===== src/verilog/tlviu_pkg.sv =====
package tlviu_pkg;

   // ----------------------------------------
   // Sizes
   // ----------------------------------------
   localparam int NUM_SRC   = 21;
   localparam int NUM_VEC   = 10;
   localparam int NUM_XVEC  = 2;
   localparam int STK_DEPTH = 3;

   // ----------------------------------------
   // Register byte offsets
   // ----------------------------------------
   localparam logic [7:0] OFS_LVLSEL = 8'h00;
   localparam logic [7:0] OFS_CFG    = 8'h04;
   localparam logic [7:0] OFS_STATUS = 8'h08;
   localparam logic [7:0] OFS_CLEAR  = 8'h0C;
   localparam logic [7:0] OFS_ENABLE = 8'h10;
   localparam logic [7:0] OFS_INSVC  = 8'h14;
   localparam logic [7:0] OFS_PEND   = 8'h18;

   // ----------------------------------------
   // Fields and reset values
   // ----------------------------------------
   localparam int CFG_C_EDGE = 0;
   localparam int CFG_D_EDGE = 2;
   localparam int CFG_FLT    = 4;
   localparam logic [9:0] LVLSEL_RST = 10'h000;
   localparam logic [5:0] CFG_RST    = 6'h05;
   localparam logic [4:0] ENABLE_RST = 5'h00;
   localparam int STS_EXT_B  = 0;
   localparam int STS_EXT_C  = 1;
   localparam int STS_EXT_D  = 2;
   localparam int STS_ACCEPT = 3;
   localparam int STS_WAKE   = 4;
   localparam int STS_W      = 5;

   // ----------------------------------------
   // Sources and vectors
   // ----------------------------------------
   localparam int SRC_EXT_B = 4;
   localparam int SRC_EXT_D = 6;
   localparam int SRC_EXT_C = 7;
   localparam logic [20:0] VEC_MASK [0:9] = '{21'h000003, 21'h00000C, 21'h000070, 21'h000180,
                                              21'h000200, 21'h000C00, 21'h001000, 21'h006000,
                                              21'h078000, 21'h180000};
   localparam logic [16:0] RESET_PC = 17'h00000;
   localparam logic [16:0] VEC_BASE = 17'h00003;
   localparam logic [16:0] VEC_STEP = 17'h00008;

   // ----------------------------------------
   // Filter timing
   // ----------------------------------------
   localparam int TCYC_CLKS  = 1;
   localparam int FLT_SHORT  = 1;
   localparam int FLT_MID    = 32;
   localparam int FLT_LONG   = 128;
   localparam logic [7:0] FLT_SHORT_CLKS = 8'(FLT_SHORT * TCYC_CLKS);
   localparam logic [7:0] FLT_MID_CLKS   = 8'(FLT_MID * TCYC_CLKS);
   localparam logic [7:0] FLT_LONG_CLKS  = 8'(FLT_LONG * TCYC_CLKS);

   // ----------------------------------------
   // Types
   // ----------------------------------------
   typedef enum logic [1:0] {LVL_NONE = 2'h0, LVL_L = 2'h1, LVL_H = 2'h2, LVL_X = 2'h3} tlviu_lvl_t;
   typedef enum logic [3:0] {S_IDLE = 4'h1, S_PUSH_LO = 4'h2, S_PUSH_HI = 4'h4, S_LOAD = 4'h8} tlviu_state_t;

endpackage : tlviu_pkg

===== src/verilog/tlviu_ctrl.sv =====
`timescale 1ns/1ns
// Function
// - Three levels, highest above high above low, order every decision.
// - In service, hold off requests at or below current level.
// - Among pending vectors grant the highest assigned level.
// - Equal levels: lowest vector address wins.
// - Twenty-one sources merge onto ten vectors; handler finds the source.
// - Vectors 00003H and 0000BH carry comparator events, highest or low only.
// - Vectors 00013H to 0004BH take high or low level only.
// - Serial, converter, timer and surge sources share upper vectors.
// - External inputs c and d trigger on rise, fall or both edges.
// - External input c filtered over 1, 32 or 128 instruction cycles.
// - Halted core is released by any acceptable request, or reset.
// - Deep standby released only by external inputs b or d.
// - Entry loads vector into program counter, clears bank; reset loads zero.
// - Push bank and low PC at SP+1, high bits at SP+2, SP+=2.
module tlviu_ctrl
   import tlviu_pkg::*;
(
   // Clock and reset
   input  wire logic        clk,
   input  wire logic        rst_n,
   // Wishbone slave
   input  wire logic        wb_cyc,
   input  wire logic        wb_stb,
   input  wire logic        wb_we,
   input  wire logic [7:0]  wb_adr,
   input  wire logic [3:0]  wb_sel,
   input  wire logic [31:0] wb_dat_w,
   output logic      [31:0] wb_dat_r,
   output logic             wb_ack,
   // Request sources and pins
   input  wire logic [20:0] src_req,
   input  wire logic        ext_irq_b,
   input  wire logic        ext_irq_c,
   input  wire logic        ext_irq_d,
   // Core side
   input  wire logic        cpu_boundary,
   input  wire logic        cpu_reti,
   input  wire logic        cpu_halt,
   input  wire logic        cpu_hold,
   input  wire logic [16:0] cpu_pc,
   input  wire logic        program_bank_flag,
   input  wire logic [15:0] cpu_sp,
   output logic             ram_we,
   output logic      [15:0] ram_addr,
   output logic      [8:0]  ram_wdata,
   output logic             sp_load,
   output logic      [15:0] sp_val,
   output logic             pc_load,
   output logic      [16:0] pc_val,
   output logic             wake,
   output logic             irq
);

   // ----------------------------------------
   // Registers
   // ----------------------------------------
   tlviu_state_t  state_ff;
   tlviu_state_t  nxt_state;
   tlviu_lvl_t    cur_lvl_ff;
   tlviu_lvl_t    best_lvl;
   tlviu_lvl_t    lvl_stk_ff [0:STK_DEPTH-1];
   tlviu_lvl_t    vlvl [0:NUM_VEC-1];
   logic [1:0]    depth_ff;
   logic [9:0]    lvlsel_ff;
   logic [5:0]    cfg_ff;
   logic [4:0]    sts_ff;
   logic [4:0]    ena_ff;
   logic          ack_ff;
   logic [31:0]   rdat_ff;
   logic          b_prev_ff;
   logic          c_prev_ff;
   logic          d_prev_ff;
   logic          c_flt_ff;
   logic [7:0]    flt_cnt_ff;
   logic [3:0]    vec_ff;
   logic [8:0]    pc_sv_ff;
   logic [15:0]   sp_sv_ff;
   logic          ram_we_ff;
   logic [15:0]   ram_addr_ff;
   logic [8:0]    ram_wdata_ff;
   logic          sp_load_ff;
   logic [15:0]   sp_val_ff;
   logic          pc_load_ff;
   logic [16:0]   pc_val_ff;
   logic          wake_ff;
   logic          irq_ff;
   logic [3:0]    best_idx;
   logic [9:0]    vreq;

   // ----------------------------------------
   // Bus decode
   // ----------------------------------------
   function automatic logic [15:0] lanes(input logic [15:0] old, input logic [31:0] dat,
                                         input logic [3:0] sel);
      logic [15:0] m;
      m = {{8{sel[1]}}, {8{sel[0]}}};
      return (old & ~m) | (dat[15:0] & m);
   endfunction : lanes

   wire        bus_req   = wb_cyc & wb_stb;
   wire        wr_take   = bus_req & wb_we & ack_ff;
   wire        wr_lvlsel = wr_take & (wb_adr == OFS_LVLSEL);
   wire        wr_cfg    = wr_take & (wb_adr == OFS_CFG);
   wire        wr_clear  = wr_take & (wb_adr == OFS_CLEAR);
   wire        wr_enable = wr_take & (wb_adr == OFS_ENABLE);
   wire [15:0] lvl_wr    = lanes({6'h00, lvlsel_ff}, wb_dat_w, wb_sel);
   wire [15:0] cfg_wr    = lanes({10'h000, cfg_ff}, wb_dat_w, wb_sel);
   wire [15:0] ena_wr    = lanes({11'h000, ena_ff}, wb_dat_w, wb_sel);
   wire [4:0]  clr_bits  = wr_clear & wb_sel[0] ? wb_dat_w[4:0] : 5'h00;
   wire [31:0] rd_val    = (wb_adr == OFS_LVLSEL) ? {22'h000000, lvlsel_ff} :
                           (wb_adr == OFS_CFG)    ? {26'h0000000, cfg_ff} :
                           (wb_adr == OFS_STATUS) ? {27'h0000000, sts_ff} :
                           (wb_adr == OFS_ENABLE) ? {27'h0000000, ena_ff} :
                           (wb_adr == OFS_INSVC)  ? {28'h0000000, depth_ff, cur_lvl_ff} :
                           (wb_adr == OFS_PEND)   ? {22'h000000, vreq} : 32'h00000000;

   // ----------------------------------------
   // Pin qualification
   // ----------------------------------------
   function automatic logic edge_hit(input logic [1:0] mode, input logic prev, input logic cur);
      return (mode[0] & ~prev & cur) | (mode[1] & prev & ~cur);
   endfunction : edge_hit

   wire [1:0] flt_sel  = cfg_ff[CFG_FLT+:2];
   wire [7:0] flt_len  = (flt_sel == 2'h0) ? FLT_SHORT_CLKS :
                         (flt_sel == 2'h1) ? FLT_MID_CLKS : FLT_LONG_CLKS;
   // A level must differ from the filtered value for the whole window to pass
   wire       c_moved  = ext_irq_c ^ c_flt_ff;
   wire       flt_done = c_moved & ((flt_cnt_ff + 8'h01) >= flt_len);
   wire [7:0] nxt_flt_cnt = (!c_moved || flt_done) ? 8'h00 : flt_cnt_ff + 8'h01;
   wire       nxt_c_flt   = flt_done ? ext_irq_c : c_flt_ff;
   wire       ev_b = ~b_prev_ff & ext_irq_b;
   wire       ev_c = edge_hit(cfg_ff[CFG_C_EDGE+:2], c_prev_ff, c_flt_ff);
   wire       ev_d = edge_hit(cfg_ff[CFG_D_EDGE+:2], d_prev_ff, ext_irq_d);

   // ----------------------------------------
   // Source merge and levels
   // ----------------------------------------
   wire [4:0]  sts_live = sts_ff & ena_ff;
   wire [20:0] ext_req  = (21'(sts_live[STS_EXT_B]) << SRC_EXT_B) |
                          (21'(sts_live[STS_EXT_C]) << SRC_EXT_C) |
                          (21'(sts_live[STS_EXT_D]) << SRC_EXT_D);
   wire [20:0] req_all  = src_req | ext_req;

   genvar v;
   generate
      for (v = 0; v < NUM_VEC; v++) begin : g_vec
         assign vreq[v] = |(req_all & VEC_MASK[v]);
         // Upper choice is highest for the first two vectors, high for the rest
         assign vlvl[v] = !vreq[v] ? LVL_NONE :
                          !lvlsel_ff[v] ? LVL_L :
                          (v < NUM_XVEC) ? LVL_X : LVL_H;
      end
   endgenerate

   // Scan from the top so a lower vector of equal level replaces a higher one
   always_comb begin
      best_lvl = LVL_NONE;
      best_idx = 4'h0;
      for (int i = NUM_VEC - 1; i >= 0; i--) begin
         if (vlvl[i] != LVL_NONE && vlvl[i] >= best_lvl) begin
            best_lvl = vlvl[i];
            best_idx = 4'(i);
         end
      end
   end

   wire above    = best_lvl > cur_lvl_ff;
   wire pop      = cpu_reti & (depth_ff != 2'h0);
   wire accept   = above & (state_ff == S_IDLE) & cpu_boundary & ~cpu_hold & ~cpu_reti;
   wire wake_ev  = (cpu_halt & ~cpu_hold & above) |
                   (cpu_hold & (ev_b | ev_d));
   wire [4:0] sts_set = {wake_ev, accept, ev_d, ev_c, ev_b};

   // ----------------------------------------
   // Entry sequence
   // ----------------------------------------
   always_comb begin
      nxt_state = state_ff;
      unique case (state_ff)
         S_IDLE:    begin
            if (accept) nxt_state = S_PUSH_LO;
         end
         S_PUSH_LO: nxt_state = S_PUSH_HI;
         S_PUSH_HI: nxt_state = S_LOAD;
         S_LOAD:    nxt_state = S_IDLE;
      endcase
   end

   wire        nxt_ram_we    = (nxt_state == S_PUSH_LO) | (nxt_state == S_PUSH_HI);
   // The first push leaves on the accept edge itself, before the saved copy exists
   wire [15:0] nxt_ram_addr  = (nxt_state == S_PUSH_LO) ? cpu_sp + 16'h0001 :
                               sp_sv_ff + 16'h0002;
   wire [8:0]  nxt_ram_wdata = (nxt_state == S_PUSH_LO) ? {program_bank_flag, cpu_pc[7:0]} :
                               pc_sv_ff;
   wire [16:0] vec_addr      = VEC_BASE + VEC_STEP * {13'h0000, vec_ff};

   // ----------------------------------------
   // Sequential logic
   // ----------------------------------------
   always_ff @(posedge clk or negedge rst_n) begin
      if (!rst_n) begin
         ack_ff  <= 1'b0;
         rdat_ff <= 32'h00000000;
      end else begin
         ack_ff  <= bus_req & ~ack_ff;
         rdat_ff <= bus_req & ~ack_ff ? rd_val : rdat_ff;
      end
   end

   always_ff @(posedge clk or negedge rst_n) begin
      if (!rst_n) begin
         lvlsel_ff <= LVLSEL_RST;
         cfg_ff    <= CFG_RST;
         ena_ff    <= ENABLE_RST;
         sts_ff    <= 5'h00;
         irq_ff    <= 1'b0;
      end else begin
         if (wr_lvlsel) lvlsel_ff <= lvl_wr[9:0];
         if (wr_cfg) cfg_ff <= cfg_wr[5:0];
         if (wr_enable) ena_ff <= ena_wr[4:0];
         // Set beats clear so an event in the clearing cycle survives
         sts_ff <= (sts_ff & ~clr_bits) | sts_set;
         irq_ff <= |sts_live;
      end
   end

   always_ff @(posedge clk or negedge rst_n) begin
      if (!rst_n) begin
         b_prev_ff  <= 1'b0;
         c_prev_ff  <= 1'b0;
         d_prev_ff  <= 1'b0;
         c_flt_ff   <= 1'b0;
         flt_cnt_ff <= 8'h00;
      end else begin
         b_prev_ff  <= ext_irq_b;
         c_prev_ff  <= c_flt_ff;
         d_prev_ff  <= ext_irq_d;
         c_flt_ff   <= nxt_c_flt;
         flt_cnt_ff <= nxt_flt_cnt;
      end
   end

   // Levels only rise while nesting, so three entries never overflow
   always_ff @(posedge clk or negedge rst_n) begin
      if (!rst_n) begin
         cur_lvl_ff <= LVL_NONE;
         depth_ff   <= 2'h0;
         for (int k = 0; k < STK_DEPTH; k++) lvl_stk_ff[k] <= LVL_NONE;
      end else if (accept) begin
         lvl_stk_ff[depth_ff] <= cur_lvl_ff;
         depth_ff   <= depth_ff + 2'h1;
         cur_lvl_ff <= best_lvl;
      end else if (pop) begin
         depth_ff   <= depth_ff - 2'h1;
         cur_lvl_ff <= lvl_stk_ff[depth_ff - 2'h1];
      end
   end

   always_ff @(posedge clk or negedge rst_n) begin
      if (!rst_n) begin
         state_ff   <= S_IDLE;
         vec_ff     <= 4'h0;
         pc_sv_ff   <= 9'h000;
         sp_sv_ff   <= 16'h0000;
      end else begin
         state_ff <= nxt_state;
         if (accept) begin
            vec_ff     <= best_idx;
            pc_sv_ff   <= cpu_pc[16:8];
            sp_sv_ff   <= cpu_sp;
         end
      end
   end

   // Reset presents a load of the reset address during and right after reset
   always_ff @(posedge clk or negedge rst_n) begin
      if (!rst_n) begin
         ram_we_ff    <= 1'b0;
         ram_addr_ff  <= 16'h0000;
         ram_wdata_ff <= 9'h000;
         sp_load_ff   <= 1'b0;
         sp_val_ff    <= 16'h0000;
         pc_load_ff   <= 1'b1;
         pc_val_ff    <= RESET_PC;
         wake_ff      <= 1'b0;
      end else begin
         ram_we_ff    <= nxt_ram_we;
         ram_addr_ff  <= nxt_ram_addr;
         ram_wdata_ff <= nxt_ram_wdata;
         sp_load_ff   <= nxt_state == S_PUSH_HI;
         sp_val_ff    <= sp_sv_ff + 16'h0002;
         pc_load_ff   <= nxt_state == S_LOAD;
         pc_val_ff    <= state_ff == S_PUSH_HI ? vec_addr : pc_val_ff;
         wake_ff      <= wake_ev;
      end
   end

   // ----------------------------------------
   // Outputs
   // ----------------------------------------
   assign wb_ack    = ack_ff;
   assign wb_dat_r  = rdat_ff;
   assign ram_we    = ram_we_ff;
   assign ram_addr  = ram_addr_ff;
   assign ram_wdata = ram_wdata_ff;
   assign sp_load   = sp_load_ff;
   assign sp_val    = sp_val_ff;
   assign pc_load   = pc_load_ff;
   assign pc_val    = pc_val_ff;
   assign wake      = wake_ff;
   assign irq       = irq_ff;

endmodule : tlviu_ctrl


===== config.mk =====
export PLATFORM = sky130hd
export DESIGN_NAME = tlviu_ctrl
export DESIGN_NICKNAME = d
export VERILOG_FILES = /design/src/verilog/tlviu_pkg.sv /design/src/verilog/tlviu_ctrl.sv
export SDC_FILE = /design/constraint.sdc
export NUM_CORES = 1
export LEC_CHECK = 0
export BUFFER_PORTS_ARGS = -buffer_cell sky130_fd_sc_hd__buf_2
export CORE_MARGIN = 2
export CORE_UTILIZATION = 57
export DETAILED_ROUTE_END_ITERATION = 6
export PLACE_DENSITY = 0.86
export SLEW_MARGIN = 5
export SYNTH_ARGS = -nofsm -noshare
export SYNTH_HDL_FRONTEND = slang
export SYNTH_SLANG_ARGS = --single-unit

===== constraint.sdc =====
create_clock -name clk -period 30.2 [get_ports clk]
set_input_delay 0 -clock clk [delete_from_list [all_inputs] [get_ports clk]]
set_output_delay 0 -clock clk [all_outputs]
set_load 0.01 [all_outputs]

## Word level (Yosys, flattened, before mapping)

Index checks and enable logic that the tools add are counted.

- Add/subtract/negate cells: 6
- Order comparisons: 15
- Equality and inequality tests: 14
- Mux-type cells: 64
- Bitwise gates (word level): 58
- Reductions and logical operators: 36

Operators by type and width:

| operator | number |
|---|---|
| 2-to-1 mux 2 bit | 37 |
| 2-to-1 mux 10 bit | 6 |
| 2-to-1 mux 4 bit | 11 |
| AND 1 bit | 27 |
| == test 8 x 5 -> 1 bit (second input constant) | 3 |
| 2-to-1 mux 8 bit | 3 |
| nonzero test 2 bit | 12 |
| bitwise OR 21 x 8 -> 21 bit | 1 |
| AND 10 bit | 2 |
| >= comparator 2 bit | 9 |
| adder 16 x 1 -> 16 bit (second input constant) | 1 |
| adder 16 x 2 -> 16 bit (second input constant) | 1 |
| == test 8 x 4 -> 1 bit (second input constant) | 2 |
| 2-to-1 mux 16 bit | 1 |
| one-hot mux 4 bit (4 select lines) | 1 |
| AND 5 bit | 3 |
| OR reduction 2 bit | 6 |
| logical AND 1 bit | 11 |
| inverter 10 bit | 1 |
| bitwise OR 10 bit | 1 |
| bitwise OR 5 bit | 2 |
| 2-to-1 mux 9 bit | 1 |
| adder 2 x 7 -> 8 bit (first input constant) | 1 |
| adder 8 x 1 -> 8 bit (second input constant) | 1 |
| other kinds (33) | 49 |

- Flip-flop bits (word level): 177

## Longest topological paths before layout

Gate-level depths: netlist of run 1.

- Depth in word-level cells: 45
- Mapped depth: 56
- Gate-level depth less buffers: 55

## Worst setup path after synthesis of run 1

No wires, ideal clock.

- Path type: in2reg
- Start point: input src_req[16]
- End point: register ram_addr_ff[12] (netlist: ram_addr[12])
- Library setup time: 125 ps
- Arrival: 10393 ps
- Slack: 19683 ps
- Stages: 52
- Path buffers: 1
- Path through: or4_4 > or2b_1 > ha_1 > nand2b_1 > a2111o_1 > o211ai_2 > ha_1 > nor2_1 > a221oi_1 > nor2_1 > a21oi_1 > ha_1 > o311ai_1 > a32oi_1 > o21a_1 > ha_1 > nor3b_1 > a211o_1 > (+16 left out) > mux2_2 > o31ai_4 > ha_1 > nand2b_1 > a21oi_1 > nor2_1 > or2_1 > ha_1 > nand2b_1 > a21oi_1 > nor2_1 > mux2_2 > ha_1 > a21oi_1 > o211ai_1 > nor3b_1 > buf_2 > mux2_2

- Longest elaborated chain between the ends: 39
- Elaborated cells between the ends (all ways): 40
- Those cells by class: 10 x order compare; 1 x eq/ne; 13 x mux; 5 x bitwise; 11 x reduce/logical

Ends and longest elaborated chain:

| element | RTL line | source |
|---|---|---|
| from (decl) | tlviu_ctrl.sv:33 | `input wire logic [20:0] src_req,` |
| bitwise OR 21 x 8 -> 21 bit * | tlviu_ctrl.sv:145 | `wire [20:0] req_all = src_req \| ext_req;` |
| OR reduction 4 bit * | tlviu_ctrl.sv:150 | `assign vreq[v] = \|(req_all & VEC_MASK[v]);` |
| 2-to-1 mux 2 bit * | tlviu_ctrl.sv:152 | `assign vlvl[v] = !vreq[v] ? LVL_NONE :` |
| >= comparator 2 bit or nonzero test 2 bit (tied branches) | tlviu_ctrl.sv:163 | `if (vlvl[i] != LVL_NONE && vlvl[i] >= best_lvl) begin` |
| logical AND 1 bit | tlviu_ctrl.sv:163 |  |
| 2-to-1 mux 2 bit * | tlviu_ctrl.sv:163 |  |
| >= comparator 2 bit | tlviu_ctrl.sv:163 |  |
| logical AND 1 bit | tlviu_ctrl.sv:163 |  |
| (+21 left out) | n/a |  |
| 2-to-1 mux 2 bit * | tlviu_ctrl.sv:163 |  |
| greater-than comparator 2 bit * | tlviu_ctrl.sv:170 | `wire above = best_lvl > cur_lvl_ff;` |
| AND 1 bit * (4 in a row) | tlviu_ctrl.sv:172 | `wire accept = above & (state_ff == S_IDLE) & cpu_boundary & ~cpu_hold & ~cpu_reti;` |
| 2-to-1 mux 4 bit * | tlviu_ctrl.sv:184 | `if (accept) nxt_state = S_PUSH_LO;` |
| one-hot mux 4 bit (4 select lines) * | tlviu_ctrl.sv:182 | `unique case (state_ff)` |
| == test 4 x 2 -> 1 bit * | tlviu_ctrl.sv:194 | `wire [15:0] nxt_ram_addr = (nxt_state == S_PUSH_LO) ? cpu_sp + 16'h0001 :` |
| 2-to-1 mux 16 bit * | tlviu_ctrl.sv:194 |  |
| named net nxt_ram_addr[12] | tlviu_ctrl.sv:194 |  |
| to (signal assigned) | tlviu_ctrl.sv:291 | `ram_addr_ff <= nxt_ram_addr;` |
| to (decl) | tlviu_ctrl.sv:81 | `logic [15:0] ram_addr_ff;` |

The timed path passes the listed nets; every way through them passes the cells marked *.
A chain may end at the register's enable or synchronous reset.

==> reports/results.txt, run 1 <==
setup TNS - 0 ns
die span in x - 118 um
Cell Area, Synth - 7380 sq um
Synth Area in Compound Gates - 0.117
Fill cells - 847
skew final - 0.0130 ns
CTS Buf Count - 17
Slew headroom - 0.430
commonest non-fill, non-tap cells in the layout - nand2_1, buf_2, dfrtp_1, nor2_1, dlygate4sd3_1
cell family with most CP delay - compound AO/OA/AOI/OAI gates
Distinct cells, synth - 70
CP max stage delay - 0.63 ns
DP HPWL - 11900 um
die height - 118 um
Die Area - 13900 sq um
worst hold path class - in -> reg
Worst setup EP type - register
Int Pwr - 0.000337 W
Post-CTS Setup Bufs - 0
area grow syn2layout - 25.5%
most common cell after layout, fill and taps aside - nand2_1
Final Max Slew Viols - 0
Cells after Synth - 772
Remaining DRCs - 0
power consumption - 0.000451 W
outcome - completed
Final Hold Fails - 0
critical path startpoint category - register
Sink Count - 143
Area contributors post-synth - dfrtp_1, nand2_1, ha_1, buf_4, mux2_2
Reg clk slew, reported paths - 0.06 ns
largest net degree at the start of global routing - 85
GPL Wtd Cong - 0.921
Layout Nets - 1122
Req. time, crit path - 30.51 ns
Total GRT Usage - 0.272
ANT nets after route - 0
GRT overflow - 0
Crit path top cell by count - ha_1
Gate power share - 0.109
sequential element share of the synthesized area - 0.486
initial core utilization - 0.585
Setup WS pre-CTS - 17.85 ns
CTS tree - yes
Root Buffer - clkbuf_16
Primary FF master, synth - dfrtp_1
Post-Synth Simple-Gate Area - 0.196
core region area - 12600 sq um
NetSw - 0.000114 W
Sw Share - 0.253
Synth Area in Adders - 0.0610
post-route clock period utilization - 0.417
Antenna diodes - 0
Buffers & Inverters on Critical Path - 2
main combinational cell family by area after synthesis - simple AND/OR/NAND/NOR gates
area leader, netlist - dfrtp_1
slowest stage cell, crit path - o311ai_1
via count - 6311
FFs w/ async S/R, synth - 1.00
unrepaired setup endpoints after global routing - false
IO buf count - 149
first drt pass iteration count - 7
DR WL/cell - 15.9 um
xor and xnor area share after synthesis - 0.0380
Post-synth EDFFs - 0
CP Max Fanout - 62
FF+latch area - 3580 sq um
number of I/O pins - 207
initial antenna violation count - 0
fin crit period - 12.60 ns
Max-Cap Viols - 0
worst vdd ir - 43.2 uV
Final setup violation count - 0
register bit total from synthesis - 143
area share of the largest cell type after synthesis - 0.471
H-tree Lvls - 4
Worst-Skew Late Latency - 0.43 ns
global-route wire length before repair - 30000 um
clock group share of total power - 0.454
worst setup margin - 17.60 ns
Vias/cell - 5.44
worst-margin pin slew - 0.852 ns
floorplan row count - 41
Reg power frac - 0.438
synth warn - 0
share of cells above drive strength 1 - 0.228
vias in the first global route - 6293
LEAKAGE - 4.85 nW
multi-input logic area - 3440 sq um
drt initial violations - 548
DRT Wirelength - 18500 um
Peak Freq - 0.0794 GHz
Core Util, Final - 0.734
multiplexer share of the synthesized area - 0.0375
critical path class - reg -> reg
Data arrival, critical path - 12.92 ns
P per Cell Area - 48.7 nW/um^2
clk buf depth - 2
Mapped Avg Cell Area - 9.56 sq um
[power groups by stage]
stage | clock network [W] | logic, W | registers, W
after floorplan | 0 | 0.0000276 | 0.000200
after global placement | 0 | 0.0000405 | 0.000200
after detailed placement | 0 | 0.0000422 | 0.000200
after CTS | 0.000205 | 0.0000486 | 0.000197
after global routing | 0.000215 | 0.0000540 | 0.000197
final | 0.000204 | 0.0000490 | 0.000197
[path summary, 6_finish.rpt]
check,end,slack (ns),depth (start not counted),start
min in group asynchronous,flt_cnt_ff[4]$_DFF_PN0_,0.17,2,rst_n
min reg2reg,sp_val[0]$_DFF_PN0_,0.37,0,sp_sv_ff[0]$_DFFE_PN0P_
max in group asynchronous,sp_val[7]$_DFF_PN0_,28.79,3,rst_n
max,ram_addr[12]$_DFF_PN0_,17.60,51,register
max reg2reg,ram_addr[12]$_DFF_PN0_,17.60,51,register
min,state_ff[1]$_DFF_PN0_,0.03,4,cpu_hold
[metrics by stage]
step	area [sq um]	cells	hold slack [ns]
floorplan	7500	804	-0.296
global placement	8160	1075	0.0779
detailed placement	8160	1075	0.0853
global route	9260	1160	0.0427
CTS	9260	1160	0.00909
finish	9260	1160	0.0272
[routing by layer]
metal / global-route usage / wire length (um) / up-vias
met3: 0.0640 / 1100 / 50
met2: 0.468 / 9540 / 281
met1: 0.326 / 7240 / 3010
li1: - / - / 2970
met4: 0.118 / 578 / 0
met5: 0 / 0 / -
[logic make-up after synthesis]
| logic type | count (synthesis) |
|---|---|
| compound gates | 130 |
| xor+xnor | 32 |
| fa+ha+maj | 36 |
| buf+inv | 90 |
| flops | 143 |
| mux | 25 |
| other cells | 1 |
| simple gates | 315 |
[final cells by class]
cell class / count / area share
Clock inverter: 13 / 0.0150
Inverter: 36 / 0.0146
Clock buffer: 19 / 0.0467
Timing Repair Buffer: 206 / 0.142
Multi-Input combinational cell: 571 / 0.372
Tap cell: 172 / 0.0232
Sequential cell: 143 / 0.387
[Yosys cell counts, types with 8 or more instances]
cell type  instances
a21oi_1           29
and3_1             9
buf_2              8
buf_4             34
clkbuf_1          11
dfrtp_1          139
ha_1              36
inv_1             36
mux2_2            21
nand2_1          160
nand2b_1          14
nand3_1           16
nand4_1            8
nor2_1            59
nor3_1            10
o21ai_0           45
xnor2_1           20
xor2_1            12
[worst reg2reg max path, delay by kind of cell (launching register included)]
kind	cells	cell delay, ns
buffers and inverters	2	0.62
AND/OR/NAND/NOR	18	3.23
multiplexers	2	0.80
flip-flops	1	0.40
AO/OA/AOI/OAI	19	4.61
adder cells (fa/ha/maj)	10	2.83
[timing repair]
item                                   CTS  global route
hold buffers                            53             0
gates resized for setup                  0             0
endpoints found under the hold margin  160             0
Power figures use the tool's default switching activity.
==> run 2, diff against run 1 <==
- CORE_UTILIZATION: 57 -> 48
- PLACE_DENSITY: 0.86 -> 0.77
- clock period: 30.2 -> 10.35 ns (I/O delays scaled with it)
==> run 2 against run 1 <==
The run now ends with negative setup slack left. Highest routed layer unchanged. Core utilization down 6.4 points. Via count rose by 2.9%. Die area is 18% higher. Sequential power grew to 2.9 times the previous value. Combinational power grew to 3.6 times the previous value.
==> reports/results.txt, run 2 (synthesized netlist as in run 1, its figures left out) <==
initial core utilization - 0.489 (-0.0957)
largest net degree at the start of global routing - 76 (-11%)
outcome - complete, but fails checks
critical path startpoint category - register
Worst setup EP type - register
worst hold path class - in -> reg
Sink Count - 143 (unchanged)
H-tree Lvls - 4 (unchanged)
Worst R2R Path Depth - 51 (unchanged)
Fill cells - 1107 (+31%)
Reg power frac - 0.439 (about the same)
FF+latch area - 3580 sq um (about the same)
DRT Wirelength - 19300 um (+4.5%)
Vias/cell - 5.32 (-2.2%)
ANT nets after route - 0 (unchanged)
Slew headroom - 0.369 (-0.0610)
post-route clock period utilization - 1.01 (+0.595)
NetSw - 0.000336 W (+190%)
first drt pass iteration count - 5 (-2)
Antenna diodes - 0 (unchanged)
number of I/O pins - 207 (unchanged)
slowest stage cell, crit path - or3_4
Die Area - 16400 sq um (+18%)
IO buf count - 149 (unchanged)
worst setup margin - -0.130 ns (-17.73 ns)
Reg clk slew, reported paths - 0.06 ns (about the same)
CP max stage delay - 0.45 ns (-0.18 ns)
Final Hold Fails - 0 (unchanged)
unrepaired setup endpoints after global routing - true
violated checks - negative setup slack
Final setup violation count - 25 (+25)
global-route wire length before repair - 28500 um (-5.1%)
LEAKAGE - 5.22 nW (+7.6%)
Data arrival, critical path - 10.80 ns (-2.12 ns)
Sw Share - 0.256 (+0.00351)
skew final - 0.00854 ns (-0.00447 ns)
Final Max Slew Viols - 0 (unchanged)
power consumption - 0.00131 W (+190%)
Req. time, crit path - 10.67 ns (-19.84 ns)
floorplan row count - 45 (+9.8%)
Max-Cap Viols - 0 (unchanged)
commonest non-fill, non-tap cells in the layout - buf_2, dfrtp_1, nand2_1, dlygate4sd3_1, nor2_1
CTS Buf Count - 17 (unchanged)
GRT overflow - 0 (unchanged)
clk buf depth - 2 (unchanged)
initial antenna violation count - 0 (unchanged)
Int Pwr - 0.000974 W (+190%)
Root Buffer - clkbuf_16
Gate power share - 0.133 (+0.024)
CP Max Fanout - 4 (-94%)
die height - 128 um (+8.7%)
area grow syn2layout - 37.0%
drt initial violations - 455 (-17%)
clock group share of total power - 0.428 (-0.026)
most common cell after layout, fill and taps aside - buf_2
DR WL/cell - 15.8 um (-0.66%)
worst-margin pin slew - 0.946 ns (+0.0940 ns)
die span in x - 128 um (+8.7%)
Layout Nets - 1166 (+3.9%)
fin crit period - 10.48 ns (-2.12 ns)
share of cells above drive strength 1 - 0.331 (+0.104)
Remaining DRCs - 0 (unchanged)
CTS tree - yes
DP HPWL - 12300 um (+3.6%)
Peak Freq - 0.0954 GHz (+20%)
core region area - 15100 sq um (+20%)
Worst Hold Slack - 0.0146 ns (-0.0126 ns)
vias in the first global route - 5946 (-5.5%)
P per Cell Area - 130 nW/um^2 (+170%)
critical path class - reg -> reg
Worst-Skew Late Latency - 0.42 ns (about the same)
GPL Wtd Cong - 0.951 (+3.3%)
Setup WS pre-CTS - -0.501 ns (-18.35 ns)
Worst Hold Path Cells - 3 (-1)
multi-input logic area - 3840 sq um (+11%)
worst vdd ir - 123 uV (+180%)
Total GRT Usage - 0.220 (-0.0522)
via count - 6493 (+2.9%)
==> run 2: cell count changes in the layout (fill, tap and decap cells not counted), moves of 4 or more <==
cell / before / now
nand2_1: 160 / 133
buf_4: 4 / 28
nand2_2: 0 / 17
a21oi_1: 29 / 14
a21oi_2: 0 / 15
buf_6: 1 / 14
nand2_4: 0 / 10
nor2_1: 59 / 50
nor2_2: 1 / 8
o21ai_0: 45 / 40
ha_1: 36 / 32
ha_4: 0 / 4
==> run 2: final timing paths <==
path,from,to,slack [ns]
worst max-delay path,register,vec_ff[3]$_DFFE_PN0P_,-0.13
worst min-delay path,src_req[12],wb_dat_r[6]$_DFFE_PN0P_,0.01
worst max register to register,register,vec_ff[3]$_DFFE_PN0P_,-0.13
worst min register to register,sp_sv_ff[0]$_DFFE_PN0P_,sp_val[0]$_DFF_PN0_,0.39
max in group asynchronous,rst_n,asynchronous set/reset pin,8.76
min in group asynchronous,rst_n,ram_addr[12]$_DFF_PN0_,0.14
==> run 2: power groups by stage <==
| stage | clock network (W) | logic, W | registers [W] |
|---|---|---|---|
| floorplan | 0 | 0.0000809 | 0.000583 |
| global placement | 0 | 0.000126 | 0.000585 |
| detailed placement | 0 | 0.000129 | 0.000585 |
| CTS | 0.000569 | 0.000147 | 0.000575 |
| global route | 0.000594 | 0.000190 | 0.000576 |
| finish | 0.000561 | 0.000174 | 0.000575 |
==> run 2: layout make-up <==
cell class,instances,area share
tap,188,0.0233
clock buffer,21,0.0436
inverter,36,0.0134
timing repair buffer,250,0.176
sequential,143,0.355
clock inverter,11,0.00928
multi-input combinational,571,0.379
==> run 2: critical path, delay by kind of cell, from the launching register on <==
kind            cells  cell delay, ns
flops               1            0.41
compound gates     19            3.70
mux                 3            0.90
simple gates       17            2.61
buf+inv             2            0.12
fa+ha+maj          10            2.61
==> run 2: routing by layer <==
layer  share of wire  vias to the layer above  track usage
met5               0                        -            0
met4           0.029                        0       0.0905
met3           0.057                       47       0.0492
met1            0.41                     3121        0.281
li1                -                     3071            -
met2            0.50                      254        0.362
==> run 2: through the flow <==
step	area (sq um)	cells	util	TNS, ns
floorplan	7510	804	-	-0.0266
global placement	8370	1114	0.555	-0.0205
detailed placement	8370	1114	0.555	-20.79
CTS	9490	1199	0.629	0
global route	10100	1220	0.670	-32.10
finish	10100	1220	0.670	-1.23
==> run 2: timing repair <==
action	4_1_cts	5_1_grt
cloned	0	4
endpoints found under the hold margin	145	0
endpoints found under the setup margin	64	70
resized for setup	8	115
hold buffers	52	0
buffers inserted	1	18
pin swaps	1	54
==> run 3, diff against run 2 <==
- PLACE_DENSITY: 0.77 -> unset
- PLACE_DENSITY_LB_ADDON: unset -> 0.3
- SLEW_MARGIN: 5 -> unset
==> run 3 against run 2 <==
The flow now finishes without violations. Power up 3.8%. Fmax up 2.2%. Sequential power about the same. Global-route usage down 1.0 points. Non-clock buffer count down 4. Final area down 1.3%. Setup slack better by 0.23 ns. Via count down 4.4%. Routed wire length down 9.6%. Sequential share of layout area up 0.46 points. Critical endpoint unchanged. Largest cell class unchanged.
==> reports/results.txt, run 3 (synthesized netlist as in run 1, its figures left out) <==
slowest stage cell, crit path - or3_4
clk buf depth - 2 (unchanged)
CP max stage delay - 0.41 ns (-0.04 ns)
worst-margin pin slew - 0.823 ns (-0.123 ns)
GPL Wtd Cong - 0.911 (-4.2%)
clock group share of total power - 0.456 (+0.028)
Root Buffer - clkbuf_16
Req. time, crit path - 10.67 ns (about the same)
post-route clock period utilization - 0.990 (-0.0222)
floorplan row count - 45 (unchanged)
die height - 128 um (unchanged)
Layout Nets - 1162 (-0.34%)
CP Max Fanout - 4 (unchanged)
max layer used - met4
Remaining DRCs - 0 (unchanged)
vias in the first global route - 5774 (-2.9%)
setup TNS - 0 ns (+1.23 ns)
IO buf count - 149 (unchanged)
largest net degree at the start of global routing - 80 (+5.3%)
critical path class - reg -> reg
outcome - completed
NetSw - 0.000331 W (-1.4%)
Final Max Slew Viols - 0 (unchanged)
skew final - 0.00783 ns (-0.000712 ns)
DRT Wirelength - 17400 um (-9.6%)
Final Hold Fails - 0 (unchanged)
Metal-1 WL - 7530 um (-5.4%)
unrepaired setup endpoints after global routing - true
Reg clk slew, reported paths - 0.06 ns (about the same)
Int Pwr - 0.00103 W (+5.6%)
DP HPWL - 11800 um (-3.9%)
WL met3 - 849 um (-23%)
P per Cell Area - 136 nW/um^2 (+5.2%)
H-tree Lvls - 4 (unchanged)
CTS tree - yes
ANT nets after route - 0 (unchanged)
via count - 6206 (-4.4%)
Slew headroom - 0.451 (+0.0821)
CTS Buf Count - 17 (unchanged)
Reg power frac - 0.423 (-0.016)
Worst-Skew Late Latency - 0.42 ns (about the same)
Peak Freq - 0.0976 GHz (+2.2%)
worst vdd ir - 109 uV (-12%)
most common cell after layout, fill and taps aside - nand2_1
initial core utilization - 0.489 (unchanged)
Total GRT Usage - 0.210 (-0.0100)
Die Area - 16400 sq um (unchanged)
Gate power share - 0.121 (-0.012)
Vias/cell - 5.10 (-4.1%)
core region area - 15100 sq um (unchanged)
GRT overflow - 0 (unchanged)
area grow syn2layout - 35.3%
Final setup violation count - 0 (-100%)
Crit path top cell by count - ha_1
Max-Cap Viols - 0 (unchanged)
commonest non-fill, non-tap cells in the layout - nand2_1, buf_2, dfrtp_1, dlygate4sd3_1, nor2_1
global-route wire length before repair - 27300 um (-4.2%)
power consumption - 0.00136 W (+3.8%)
drt initial violations - 301 (-34%)
worst hold path class - in -> reg
Sw Share - 0.243 (-0.0128)
critical path startpoint category - register
Hold Startpoint - wb_sel[1]
Antenna diodes - 0 (unchanged)
metal2 WL - 8610 um (-11%)
die span in x - 128 um (unchanged)
number of I/O pins - 207 (unchanged)
Sink Count - 143 (unchanged)
Core Util, Final - 0.661 (-0.00854)
initial antenna violation count - 0 (unchanged)
LEAKAGE - 5.19 nW (-0.57%)
fin crit period - 10.25 ns (-0.229 ns)
DR WL/cell - 14.3 um (-9.3%)
Worst setup EP type - register
Data arrival, critical path - 10.57 ns (-0.23 ns)
first drt pass iteration count - 5 (unchanged)
share of cells above drive strength 1 - 0.302 (-0.0298)
==> run 3: changes by cell type in the layout (fill, tap and decap cells not counted), sizes merged, moves of 2 or more <==
cell	delta
clkinvlp	-3
clkinv	+2
buf	-4
bufinv	+2
clkbuf	-3
==> run 3: final timing paths <==
path / to / cells past startpoint / slack, ns
max: vec_ff[3]$_DFFE_PN0P_ / 52 / 0.1
min: register / 5 / 0.03
max reg2reg: vec_ff[3]$_DFFE_PN0P_ / 52 / 0.1
min reg2reg: sp_val[0]$_DFF_PN0_ / 0 / 0.40
max in group asynchronous: asynchronous set/reset pin / 3 / 8.81
min in group asynchronous: ram_addr[12]$_DFF_PN0_ / 2 / 0.18
==> run 3: power by group through the flow <==
stage / combinational [W] / sequential [W] / clock, W
2_1_floorplan: 0.0000809 / 0.000583 / 0
3_3_place_gp: 0.000125 / 0.000585 / 0
3_5_place_dp: 0.000127 / 0.000585 / 0
4_1_cts: 0.000144 / 0.000575 / 0.000630
5_1_grt: 0.000181 / 0.000576 / 0.000657
6_report: 0.000165 / 0.000575 / 0.000620
==> run 3: area by class of cell <==
type	count	area, sq um
multi-input combinational	571	3730
sequential	143	3580
timing repair buffer	246	1700
clock buffer	19	443
fill	1166	5110
tap	188	235
inverter	36	135
clock inverter	13	161
==> run 3: per-layer routing <==
metal  global-route usage  up-vias
met5                    0        -
met2                0.353      219
met4               0.0873        0
li1                     -     3060
met3               0.0422       39
met1                0.265     2888
==> run 3: what timing repair did <==
| action | 4_1_cts | 5_1_grt |
|---|---|---|
| hold buffers | 52 | 1 |
| pin swaps | 2 | 36 |
| cloned | 0 | 1 |
| gates resized for setup | 4 | 61 |
| buffers inserted | 0 | 16 |
| hold endpoints to repair | 156 | 1 |
| endpoints found under the setup margin | 65 | 70 |
==> run 3: worst max-delay path, delay by kind of cell, from the launching register on <==
family                   cells  cell delay, ns
multiplexers                 1            0.33
AND/OR/NAND/NOR             20            2.96
flip-flops                   1            0.38
AO/OA/AOI/OAI               19            3.68
adder cells (fa/ha/maj)     10            2.61
buffers and inverters        2            0.18
==> run 3: through the flow <==
step           hold WS, ns  instances  area (sq um)  setup slack (ns)
3_3_place_gp        0.0685       1115          8420          -0.00733
4_1_cts            0.00150       1199          9570            0.0450
6_report            0.0274       1216          9980            0.0989
2_1_floorplan       -0.296        804          7510           -0.0266
3_5_place_dp        0.0686       1115          8420            -0.396
5_1_grt             0.0459       1216          9980            -0.367
